===== config.mk =====
export PLATFORM = sky130hd
export DESIGN_NAME = prfir_top
export DESIGN_NICKNAME = d
export VERILOG_FILES = /design/src/prfir_top.v
export VERILOG_INCLUDE_DIRS = /design/src
export SDC_FILE = /design/constraint.sdc
export NUM_CORES = 2
export LEC_CHECK = 0
export BUFFER_PORTS_ARGS = -buffer_cell sky130_fd_sc_hd__buf_2
export CAP_MARGIN = 20
export CORE_MARGIN = 2
export CORE_UTILIZATION = 43
export DETAILED_ROUTE_END_ITERATION = 12
export PLACE_DENSITY_LB_ADDON = 0.3
export SYNTH_ARGS = -nofsm -noshare
export SYNTH_HDL_FRONTEND = slang
export SYNTH_SLANG_ARGS = --single-unit

===== constraint.sdc =====
create_clock -name sys_clk -period 18.79 [get_ports sys_clk]
set_input_delay 0.9395 -clock sys_clk [delete_from_list [all_inputs] [get_ports sys_clk]]
set_output_delay 0.9395 -clock sys_clk [all_outputs]
set_load 0.02 [all_outputs]

===== src/prfir_map.vh =====
// Register map, field positions, reset values and threshold scale for the pressure
// result, status, interrupt and sample queue block.
// Assumes it is included by bare name from the block's design files.
`ifndef PRFIR_MAP_VH
`define PRFIR_MAP_VH

// Register offsets on the device register port.
`define PRFIR_IRQ_ROUTE     8'h23
`define PRFIR_DIFF_CFG      8'h24
`define PRFIR_DIFF_FLAGS    8'h25
`define PRFIR_SAMPLE_FLAGS  8'h27
`define PRFIR_PRESS_B0      8'h28
`define PRFIR_PRESS_B1      8'h29
`define PRFIR_PRESS_B2      8'h2a
`define PRFIR_TEMP_LO       8'h2b
`define PRFIR_TEMP_HI       8'h2c
`define PRFIR_QUEUE_CTRL    8'h2e
`define PRFIR_QUEUE_STATE   8'h2f
`define PRFIR_THS_LO        8'h30
`define PRFIR_THS_HI        8'h31
`define PRFIR_OFFSET_LO     8'h39
`define PRFIR_OFFSET_HI     8'h3a

// Reset values.
`define PRFIR_PRESS_RST     24'h02f800
`define PRFIR_OFFSET_LO_RST 8'h38
`define PRFIR_OFFSET_HI_RST 8'h00

// Field positions.
`define PRFIR_CFG_LATCH     2
`define PRFIR_CFG_LOW_EN    1
`define PRFIR_CFG_HIGH_EN   0
`define PRFIR_FLG_ANY       2
`define PRFIR_FLG_LOW       1
`define PRFIR_FLG_HIGH      0
`define PRFIR_ST_P_OVR      5
`define PRFIR_ST_T_OVR      4
`define PRFIR_ST_P_AVAIL    1
`define PRFIR_ST_T_AVAIL    0
`define PRFIR_QS_WTM        7
`define PRFIR_QS_FULL       6
`define PRFIR_QS_EMPTY      5

// Queue mode codes (bits 7 to 5 of queue_control).
`define PRFIR_M_BYPASS      3'b000
`define PRFIR_M_FIFO        3'b001
`define PRFIR_M_STREAM      3'b010
`define PRFIR_M_STR_FIFO    3'b011
`define PRFIR_M_BYP_STR     3'b100
`define PRFIR_M_MEAN        3'b110
`define PRFIR_M_BYP_FIFO    3'b111

// Pressure counts per threshold count: 4096 per hPa over 16 per hPa.
`define PRFIR_THS_SHIFT     8

`endif


===== src/prfir_top.v =====
// Result, status, differential interrupt and sample queue logic of the
// pressure sensor. Assumes the serial interface, the conversion path and the
// control registers outside it share sys_clk; only trigger_pin is a pin.
//
// How it works
// - Routing register: bits 3..0 route empty, watermark, full, ready.
// - Latch bit set holds differential flags; cleared, flags track events.
// - Low enable requests an event when differential pressure is below.
// - High enable requests an event when differential pressure is above.
// - Reading the differential flag register clears it.
// - Flags: bit 2 any event, bit 1 low, bit 0 high, rest zero.
// - Sample status updates every sample regardless of read hold.
// - Pressure available sets on new sample, clears on top byte read.
// - Temperature available sets on new sample, clears on high byte read.
// - Pressure overrun sets on sample while available; top byte read clears.
// - Temperature overrun likewise; cleared by high temperature byte read.
// - Pressure is 24-bit two's complement, three bytes, low byte first.
// - Pressure result resets to 02F800h, which is 47.5 hPa at 4096 counts per hPa.
// - Temperature is 16-bit two's complement, low byte then high byte.
// - Mode field: bypass, queue stopping when full, stream dropping oldest.
// - Trigger modes switch stream to queue, or bypass to stream or queue, on trigger low.
// - Mean mode gives moving average of 2..32 samples per watermark.
// - In mean mode queue entries are hidden; reads give the average.
// - Watermark status is one when level reaches watermark threshold.
// - Queue state: bit 6 full, bit 5 empty, bits 4..0 level.
// - Threshold is 16-bit unsigned in two bytes, sixteenths of hPa.
// - Signed solder offset, low byte reset 38h, used in difference.
// - Threshold comparison runs only with differential enable set.
// - Queue stores 32 pressure samples of 24 bits.
// - Queue read moves oldest entry to result; address wraps 2Ah to 28h.

`timescale 1ns/10ps
`include "prfir_map.vh"

module prfir_top #(
    parameter DEPTH_LOG2 = 5,
    parameter PW         = 24,
    parameter TW         = 16
) (
    // Clock and reset.
    input  wire          sys_clk,
    input  wire          rst_b,
    // Register port from the serial interface.
    input  wire [7:0]    reg_addr,
    input  wire          reg_wr,
    input  wire [7:0]    reg_wdata,
    input  wire          reg_rd,
    output reg  [7:0]    reg_rdata,
    output reg           burst_wrap,
    // Samples from the conversion path.
    input  wire          press_strobe,
    input  wire [PW-1:0] press_sample,
    input  wire          temp_strobe,
    input  wire [TW-1:0] temp_sample,
    // Control bits kept in the neighbouring control registers.
    input  wire          differential_enable,
    input  wire          hold_until_both_read,
    input  wire          irq_active_low,
    input  wire          irq_open_drain,
    input  wire [1:0]    irq_pin_select,
    // Trigger pin and interrupt pin.
    input  wire          trigger_pin,
    output reg           event_pin_o,
    output reg           event_pin_oe
);

    localparam DEPTH = 1 << DEPTH_LOG2;
    localparam SW    = PW + DEPTH_LOG2;

    ////////////////////////////////////////////////////////////////////////
    // Functions.
    // Resolves trigger dependent codes to the mode in force right now.
    function [2:0] eff_mode;
        input [2:0] code;
        input       trig;
        begin
            case (code)
                `PRFIR_M_FIFO:     eff_mode = `PRFIR_M_FIFO;
                `PRFIR_M_STREAM:   eff_mode = `PRFIR_M_STREAM;
                `PRFIR_M_STR_FIFO: eff_mode = trig ? `PRFIR_M_STREAM
                                                   : `PRFIR_M_FIFO;
                `PRFIR_M_BYP_STR:  eff_mode = trig ? `PRFIR_M_BYPASS
                                                   : `PRFIR_M_STREAM;
                `PRFIR_M_BYP_FIFO: eff_mode = trig ? `PRFIR_M_BYPASS
                                                   : `PRFIR_M_FIFO;
                `PRFIR_M_MEAN:     eff_mode = `PRFIR_M_MEAN;
                default:           eff_mode = `PRFIR_M_BYPASS;
            endcase
        end
    endfunction

    // Number of set bits; gives log2 of the average length for valid codes.
    function [2:0] ones5;
        input [4:0] v;
        begin
            ones5 = {2'b00, v[0]} + {2'b00, v[1]} + {2'b00, v[2]} +
                    {2'b00, v[3]} + {2'b00, v[4]};
        end
    endfunction

    ////////////////////////////////////////////////////////////////////////
    // Software visible state.
    reg  [3:0]        route_q;
    reg  [2:0]        diff_cfg_q;
    reg  [2:0]        diff_flags_q;
    reg               p_avail_q;
    reg               t_avail_q;
    reg               p_ovr_q;
    reg               t_ovr_q;
    reg  [PW-1:0]     press_q;
    reg  [TW-1:0]     temp_q;
    reg  [2:0]        fmode_q;
    reg  [4:0]        wtm_q;
    reg  [15:0]       ths_q;
    reg  [15:0]       offset_q;
    reg               p_lock_q;
    reg               t_lock_q;

    // Queue storage and pointers.
    reg  [PW-1:0]     mem [0:DEPTH-1];
    reg  [DEPTH_LOG2-1:0] wr_ptr_q;
    reg  [DEPTH_LOG2-1:0] rd_ptr_q;
    reg  [DEPTH_LOG2:0]   count_q;
    reg  [SW-1:0]     sum_q;
    reg  [2:0]        prev_mode_q;

    // Trigger pin synchroniser.
    reg               trig_s1_q;
    reg               trig_s2_q;

    ////////////////////////////////////////////////////////////////////////
    // Decode and queue control.
    // Read strobes for the registers whose reads have side effects.
    wire rd_b0   = reg_rd & (reg_addr == `PRFIR_PRESS_B0);
    wire rd_b2   = reg_rd & (reg_addr == `PRFIR_PRESS_B2);
    wire rd_tlo  = reg_rd & (reg_addr == `PRFIR_TEMP_LO);
    wire rd_thi  = reg_rd & (reg_addr == `PRFIR_TEMP_HI);
    wire rd_flg  = reg_rd & (reg_addr == `PRFIR_DIFF_FLAGS);

    wire [2:0] mode_now = eff_mode(fmode_q, trig_s2_q);
    wire is_fifo   = (mode_now == `PRFIR_M_FIFO);
    wire is_stream = (mode_now == `PRFIR_M_STREAM);
    wire is_mean   = (mode_now == `PRFIR_M_MEAN);
    wire is_bypass = (mode_now == `PRFIR_M_BYPASS);
    wire q_read_on = is_fifo | is_stream;
    wire full      = (count_q == DEPTH);
    wire empty     = (count_q == 0);
    wire [DEPTH_LOG2:0] wtm_ext = {1'b0, wtm_q};
    wire wtm_hit   = (count_q >= wtm_ext);

    // Leaving or entering mean mode flushes so the average starts clean.
    wire flush = is_bypass | ((mode_now != prev_mode_q) &
                 (is_mean | (prev_mode_q == `PRFIR_M_MEAN)));

    // Queue mode stops when full; stream and mean keep the newest samples.
    wire push = press_strobe & ~flush &
                ((is_fifo & ~full) | is_stream | is_mean);
    wire pop  = rd_b0 & q_read_on & ~empty & ~flush;
    wire drop = push & full & ~pop;

    // Moving sum over the last N samples, N taken from the watermark.
    wire [DEPTH_LOG2:0]   avg_n   = wtm_ext + 1'b1;
    wire [DEPTH_LOG2-1:0] old_idx = wr_ptr_q - avg_n[DEPTH_LOG2-1:0];
    wire [SW-1:0] new_ext = {{DEPTH_LOG2{press_sample[PW-1]}}, press_sample};
    wire [SW-1:0] old_ext = {{DEPTH_LOG2{mem[old_idx][PW-1]}},
                             mem[old_idx]};
    wire          sub_old = (count_q >= avg_n);
    wire [SW-1:0] sum_nx  = sum_q + new_ext - (sub_old ? old_ext
                                                       : {SW{1'b0}});
    wire [SW-1:0] avg_sh  = $signed(sum_nx) >>> ones5(wtm_q);
    wire [PW-1:0] avg_val = avg_sh[PW-1:0];

    ////////////////////////////////////////////////////////////////////////
    // Differential threshold comparison.
    // Threshold is in sixteenths of hPa, pressure in 1/4096 hPa counts.
    wire signed [PW+1:0] diff_val = $signed({{2{press_sample[PW-1]}},
                                    press_sample}) -
                                    $signed({{(PW-14){offset_q[15]}},
                                    offset_q});
    wire signed [PW+1:0] ths_cnt  = $signed({2'b00, ths_q,
                                    {`PRFIR_THS_SHIFT{1'b0}}});
    wire cmp_go  = press_strobe & differential_enable;
    wire req_hi  = cmp_go & diff_cfg_q[`PRFIR_CFG_HIGH_EN] &
                   (diff_val > ths_cnt);
    wire req_lo  = cmp_go & diff_cfg_q[`PRFIR_CFG_LOW_EN] &
                   (diff_val < -ths_cnt);

    ////////////////////////////////////////////////////////////////////////
    // Trigger pin synchroniser; only the second stage is read.
    always @(posedge sys_clk) begin
        if (!rst_b) begin
            trig_s1_q <= 1'b0;
            trig_s2_q <= 1'b0;
        end else begin
            trig_s1_q <= trigger_pin;
            trig_s2_q <= trig_s1_q;
        end
    end

    ////////////////////////////////////////////////////////////////////////
    // Host writable configuration.
    // Upper routing bits are reserved; they are not stored and read zero.
    always @(posedge sys_clk) begin
        if (!rst_b) begin
            route_q    <= 4'h0;
            diff_cfg_q <= 3'h0;
            fmode_q    <= 3'h0;
            wtm_q      <= 5'h00;
            ths_q      <= 16'h0000;
            offset_q   <= {`PRFIR_OFFSET_HI_RST, `PRFIR_OFFSET_LO_RST};
        end else if (reg_wr) begin
            case (reg_addr)
                `PRFIR_IRQ_ROUTE:  route_q <= reg_wdata[3:0];
                `PRFIR_DIFF_CFG:   diff_cfg_q <= reg_wdata[2:0];
                `PRFIR_QUEUE_CTRL: begin
                    fmode_q <= reg_wdata[7:5];
                    wtm_q   <= reg_wdata[4:0];
                end
                `PRFIR_THS_LO:     ths_q[7:0]     <= reg_wdata;
                `PRFIR_THS_HI:     ths_q[15:8]    <= reg_wdata;
                `PRFIR_OFFSET_LO:  offset_q[7:0]  <= reg_wdata;
                `PRFIR_OFFSET_HI:  offset_q[15:8] <= reg_wdata;
                default: ;
            endcase
        end
    end

    ////////////////////////////////////////////////////////////////////////
    // Differential interrupt flags.
    // A request arriving in the cycle of a clearing read still sets its flag.
    always @(posedge sys_clk) begin
        if (!rst_b) begin
            diff_flags_q <= 3'h0;
        end else if (diff_cfg_q[`PRFIR_CFG_LATCH]) begin
            diff_flags_q[`PRFIR_FLG_HIGH] <= req_hi |
                (diff_flags_q[`PRFIR_FLG_HIGH] & ~rd_flg);
            diff_flags_q[`PRFIR_FLG_LOW]  <= req_lo |
                (diff_flags_q[`PRFIR_FLG_LOW] & ~rd_flg);
            diff_flags_q[`PRFIR_FLG_ANY]  <= req_hi | req_lo |
                (diff_flags_q[`PRFIR_FLG_ANY] & ~rd_flg);
        end else if (cmp_go) begin
            diff_flags_q <= {req_hi | req_lo, req_lo, req_hi};
        end else if (rd_flg) begin
            diff_flags_q <= 3'h0;
        end
    end

    ////////////////////////////////////////////////////////////////////////
    // Sample status flags, updated every sample without regard to hold.
    always @(posedge sys_clk) begin
        if (!rst_b) begin
            p_avail_q <= 1'b0;
            t_avail_q <= 1'b0;
            p_ovr_q   <= 1'b0;
            t_ovr_q   <= 1'b0;
        end else begin
            p_avail_q <= press_strobe | (p_avail_q & ~rd_b2);
            t_avail_q <= temp_strobe | (t_avail_q & ~rd_thi);
            p_ovr_q   <= (press_strobe & p_avail_q) |
                         (p_ovr_q & ~rd_b2);
            t_ovr_q   <= (temp_strobe & t_avail_q) |
                         (t_ovr_q & ~rd_thi);
        end
    end

    ////////////////////////////////////////////////////////////////////////
    // Result registers with optional hold between partial reads.
    // The hold keeps bytes of one sample together if the host is slow.
    always @(posedge sys_clk) begin
        if (!rst_b) begin
            press_q  <= `PRFIR_PRESS_RST;
            temp_q   <= {TW{1'b0}};
            p_lock_q <= 1'b0;
            t_lock_q <= 1'b0;
        end else begin
            if (rd_b2)
                p_lock_q <= 1'b0;
            else if (rd_b0 & hold_until_both_read)
                p_lock_q <= 1'b1;
            if (rd_thi)
                t_lock_q <= 1'b0;
            else if (rd_tlo & hold_until_both_read)
                t_lock_q <= 1'b1;
            if (pop)
                press_q <= mem[rd_ptr_q];
            else if (push & is_mean & ~p_lock_q)
                press_q <= avg_val;
            else if (press_strobe & is_bypass & ~p_lock_q)
                press_q <= press_sample;
            if (temp_strobe & ~t_lock_q)
                temp_q <= temp_sample;
        end
    end

    ////////////////////////////////////////////////////////////////////////
    // Sample queue.
    // Storage has no reset; pointers and level define what is valid.
    always @(posedge sys_clk) begin
        if (push)
            mem[wr_ptr_q] <= press_sample;
    end

    always @(posedge sys_clk) begin
        if (!rst_b) begin
            wr_ptr_q    <= {DEPTH_LOG2{1'b0}};
            rd_ptr_q    <= {DEPTH_LOG2{1'b0}};
            count_q     <= {(DEPTH_LOG2+1){1'b0}};
            sum_q       <= {SW{1'b0}};
            prev_mode_q <= `PRFIR_M_BYPASS;
        end else begin
            prev_mode_q <= mode_now;
            if (flush) begin
                wr_ptr_q <= {DEPTH_LOG2{1'b0}};
                rd_ptr_q <= {DEPTH_LOG2{1'b0}};
                count_q  <= {(DEPTH_LOG2+1){1'b0}};
                sum_q    <= {SW{1'b0}};
            end else begin
                if (push)
                    wr_ptr_q <= wr_ptr_q + 1'b1;
                if (pop | drop)
                    rd_ptr_q <= rd_ptr_q + 1'b1;
                if (push & ~pop & ~full)
                    count_q <= count_q + 1'b1;
                else if (pop & ~push)
                    count_q <= count_q - 1'b1;
                if (push & is_mean)
                    sum_q <= sum_nx;
            end
        end
    end

    ////////////////////////////////////////////////////////////////////////
    // Register read data, one cycle after the read strobe.
    always @(posedge sys_clk) begin
        if (!rst_b) begin
            reg_rdata  <= 8'h00;
            burst_wrap <= 1'b0;
        end else begin
            burst_wrap <= q_read_on;
            if (reg_rd) begin
                case (reg_addr)
                    `PRFIR_IRQ_ROUTE:    reg_rdata <= {4'h0, route_q};
                    `PRFIR_DIFF_CFG:     reg_rdata <= {5'h00, diff_cfg_q};
                    `PRFIR_DIFF_FLAGS:
                        reg_rdata <= {5'h00, diff_flags_q};
                    `PRFIR_SAMPLE_FLAGS:
                        reg_rdata <= {2'b00, p_ovr_q, t_ovr_q,
                                      2'b00, p_avail_q, t_avail_q};
                    `PRFIR_PRESS_B0:
                        reg_rdata <= pop ? mem[rd_ptr_q][7:0]
                                         : press_q[7:0];
                    `PRFIR_PRESS_B1:     reg_rdata <= press_q[15:8];
                    `PRFIR_PRESS_B2:     reg_rdata <= press_q[23:16];
                    `PRFIR_TEMP_LO:      reg_rdata <= temp_q[7:0];
                    `PRFIR_TEMP_HI:      reg_rdata <= temp_q[15:8];
                    `PRFIR_QUEUE_CTRL:   reg_rdata <= {fmode_q, wtm_q};
                    `PRFIR_QUEUE_STATE:
                        reg_rdata <= {wtm_hit, full, empty,
                                      count_q[DEPTH_LOG2-1:0]};
                    `PRFIR_THS_LO:       reg_rdata <= ths_q[7:0];
                    `PRFIR_THS_HI:       reg_rdata <= ths_q[15:8];
                    `PRFIR_OFFSET_LO:    reg_rdata <= offset_q[7:0];
                    `PRFIR_OFFSET_HI:    reg_rdata <= offset_q[15:8];
                    default:             reg_rdata <= 8'h00;
                endcase
            end
        end
    end

    ////////////////////////////////////////////////////////////////////////
    // Event pin.
    // Data signal mode ORs the routed queue and ready sources.
    reg ev_src;
    always @* begin
        case (irq_pin_select)
            2'b00:   ev_src = |(route_q & {empty, wtm_hit, full,
                                           p_avail_q});
            2'b01:   ev_src = diff_flags_q[`PRFIR_FLG_HIGH];
            2'b10:   ev_src = diff_flags_q[`PRFIR_FLG_LOW];
            default: ev_src = diff_flags_q[`PRFIR_FLG_HIGH] |
                              diff_flags_q[`PRFIR_FLG_LOW];
        endcase
    end

    // Open drain only drives while pulling low; push-pull always drives.
    always @(posedge sys_clk) begin
        if (!rst_b) begin
            event_pin_o  <= 1'b0;
            event_pin_oe <= 1'b1;
        end else begin
            event_pin_o  <= ev_src ^ irq_active_low;
            event_pin_oe <= ~irq_open_drain | ~(ev_src ^ irq_active_low);
        end
    end

endmodule // prfir_top


==> flow_summary_export.csv <==
group,metric,value,unit
run_status,outcome,"complete, no violations",
worst_setup_path,critPathKind,"reg2reg",
routing,first_pass_iters,8,
synth,synthTopCellsByArea,"edfxtp_1 47%, mux4_2 22%, dfxtp_1 6.6%",
timing,hold_violations,0,
synth,synth_top_cell_by_area,"edfxtp_1",
clock_network,clock_sinks,930,
power_and_ir_drop,vdd_ir_drop_max,68.4,µV
worst_setup_path,critPathLaunch,"wtm_q[0]$_SDFFE_PN0P_",
worst_setup_path,worstRegToRegCells,24,
placed_design,post-place-ws,9420,ps
run,maxCapViolCount,0,
layout,nFillCells,9526,
worst_setup_path,reg2reg_to,"press_q[17]$_SDFFE_PN1P_",
timing,setup_violations,0,
clock_network,cts_buffers,101,
routing,route.antenna.remaining_nets,0,
hold_path,worstHoldPathType,"in2reg",
die,start_util,43.4,%
global_routing,grt_overflow,0,
clock_network,ctsHoldBuffers,0,
routing,wl_per_cell,30.0,µm
global_routing,grt_pass1_wl,216000,µm
synth,synth_edf_count,768,
synth,synth_top_area_share,47.2,%
power_and_ir_drop,p_leak,17.6,nW
timing,hold_slack,425,ps
routing,drtIter0Drc,3877,
placed_design,gp_congestion,0.963,
placed_design,io_buffers,79,
synth,synth_cell_types,82,
worst_setup_path,cp_max_fo,44,
worst_setup_path,crit_path_end,"press_q[17]$_SDFFE_PN1P_",
routing,wl_met1,57600,µm
worst_setup_path,end_kind,"flop",
timing,clock_skew,62.3,ps
routing,drc_errors,0,
die,core-area,113000,µm²
global_routing,grt_pass1_vias,31000,
layout,nets,3562,
global_routing,antenna_found_initial,2,
timing,fin_crit,9410,ps
timing,finalCritPeriodShare,50.1,%
routing,vias,31300,
placed_design,dp_hpwl,91000,µm
synth,synth.avg_cell_area,14.8,µm²
synth,syn_area,48900,µm²
layout,areaGrowthSynthToFinish,11.7,%
synth,synth-seq-cells,930,
global_routing,grt_start_max_net_pins,115,
die,fp.dieW,341,µm
clock_network,root_buffer,"clkbuf_16",
die,die_h,341,µm
synth,synth_top_flop_cell,"edfxtp_1",
worst_setup_path,cp-start-kind,"flop",
routing,wl_met3,15000,µm
clock_network,htree_levels,3,
power_and_ir_drop,p_per_area,82.8,nW/µm²
synth,synth_fp_nets,3510,
synth,synth_cells,3295,
routing,drt_wl_total,148000,µm
clock_network,cts.clk_slew.worst_paths,60,ps
timing,slew_headroom,22.7,%
clock_network,postCtsSetupBuffers,0,
layout,fin_area,54500,µm²
worst_setup_path,cp.required,19300,ps
synth,async_flop_share,0,%
worst_setup_path,worst-r2r-setup-slack,9380,ps
routing,route.met2.wl,68300,µm
worst_setup_path,worst_ep_arrival_time,9920,ps
timing,tightest_slew,1150,ps
layout,antenna_cells,0,
global_routing,grt_usage,25.4,%
clock_network,ctsResizeCount,0,
placed_design,dpl_cell_area,51200,µm²
worst_setup_path,r2r_start,"wtm_q[0]$_SDFFE_PN0P_",
die,die-area,116000,µm²
synth,yosysSeqAreaShare,53.8,%
routing,viasPerCell,6.36,
routing,topRoutingLayerUsed,"met5",
timing,fmax,0.106,GHz
clock_network,clock_latency,710,ps
timing,slew_viol_final,0,
timing,rsz0062_at_grt,"false",
die,io_pins,80,
clock_network,cts_tree,"built",
die,row_count,123,
timing,setup_tns,0,ps
clock_network,clockBufferDepth,3,
timing,fin_ws,9380,ps
synth,yosys_warnings,0,
layout,layout-drive-gt1-share,25.6,%
sequential cells by signal, indices dropped and copies added (netlist names), 4 cells and up, named ones only:
signal     count
sum_q         29
wr_ptr_q       5
reg_rdata      8
mem          768
temp_q        16
route_q        4
rd_ptr_q       5
count_q        6
wtm_q          5
offset_q      16
ths_q         16
press_q       24
critical path, stage by stage, from the launching register on:
cell and delay, ps:
dfxtp_1 390, inv_1 180, ha_4 150, inv_1 60
fa_4 480, xnor2_1 170, xnor2_2 800, buf_4 780
buf_4 730, mux4_2 580, mux4_2 490, mux2i_1 550
nor2_1 160, fa_1 520, inv_1 40, ha_1 370
inv_1 110, a211oi_1 220, o21ai_1 230, o311ai_1 790
or4b_2 250, o41ai_1 60, a2111oi_0 590, mux4_2 370
o211ai_1 80
how the worst min path moves through the flow:
| stage | startpoint | endpoint | depth (start not counted) |
|---|---|---|---|
| final | irq_open_drain | event_pin_oe$_SDFF_PN1_ | 2 |
| after global routing | irq_open_drain | event_pin_oe$_SDFF_PN1_ | 2 |
| after CTS | irq_open_drain | event_pin_oe$_SDFF_PN1_ | 2 |
| after detailed placement | trig_s1_q$_SDFF_PN0_ | trig_s2_q$_SDFF_PN0_ | 1 |
| after global placement | trig_s1_q$_SDFF_PN0_ | trig_s2_q$_SDFF_PN0_ | 1 |
| after floorplan | trig_s1_q$_SDFF_PN0_ | trig_s2_q$_SDFF_PN0_ | 1 |
power by group:
group	switching [W]	internal, W	leakage, nW
combinational	0.000171	0.0000856	7.78
sequential	0.00000584	0.00223	8.22
clock	0.000836	0.00118	1.60
total	0.00101	0.00350	17.6
stage by stage:
step	std cells	power [W]	utilization, %
global route	4924	0.00465	48.4
global placement	4742	0.00253	45.4
detailed placement	4742	0.00254	45.4
floorplan	3295	0.00244	-
finish	4924	0.00452	48.4
CTS	4922	0.00454	48.4
kinds of logic (layout without fill, tap and decap cells):
| group | Yosys count | count (layout) | share of synthesized area (%) |
|---|---|---|---|
| flip-flops | 930 | 930 | 53.8 |
| AND/OR/NAND/NOR | 671 | 671 | 6.26 |
| multiplexers | 604 | 604 | 24.9 |
| AO/OA/AOI/OAI | 492 | 492 | 6.40 |
| buffers and inverters | 375 | 504 | 2.99 |
| adder cells (fa/ha/maj) | 149 | 149 | 4.31 |
| XOR/XNOR | 74 | 74 | 1.33 |
cell type report:
cell class              instances  area [µm²]  share of cell area [%]
well taps                    1500        1880                    3.44
repair buffers                154         998                    1.83
clock inverters                53         666                    1.22
flip-flops and latches        930       26300                    48.2
inverters                     170         638                    1.17
multi-input cells            1990       21400                    39.2
clock buffers                 127        2670                    4.89
layer usage:
metal	up-vias	GRT usage (%)
met4	2	10.3
met3	327	5.87
met1	16000	34.2
met5	-	0
met2	1721	40.0
li1	13200	-
synthesized netlist by cell type, types with 10 or more instances:
cell	n
xnor2_1	51
a21oi_1	182
nand2b_1	14
fa_1	33
nand4_1	22
mux2i_1	97
buf_2	35
a211oi_1	20
buf_1	32
nand3_1	69
o221ai_1	12
o21ai_0	91
or2_2	10
inv_1	168
ha_1	113
nand2_1	232
nor2b_1	13
nor3_1	37
a22oi_1	11
and2_1	11
a221oi_1	13
o22ai_1	11
mux2_2	21
a21o_1	26
o21a_1	10
dfxtp_1	162
xor2_1	23
o211ai_1	17
a31oi_1	15
nor2_1	208
edfxtp_1	768
mux4_2	486
clkbuf_1	137
layout by cell type (no fill, tap or decap), types with 21 or more instances in the layout:
cell type	count
nor3_1	36
nor2_1	177
o21ai_0	91
clkbuf_1	23
fa_1	32
mux2i_1	97
nand2_1	231
a21o_1	26
edfxtp_1	768
nor2_4	31
ha_1	112
mux4_2	486
buf_4	72
dfxtp_1	157
nand4_1	22
nand3_1	69
xor2_1	23
mux2_2	21
buf_2	79
xnor2_1	48
inv_1	166
a21oi_1	181
clkbuf_16	102
(Power assumes the default switching activity.)
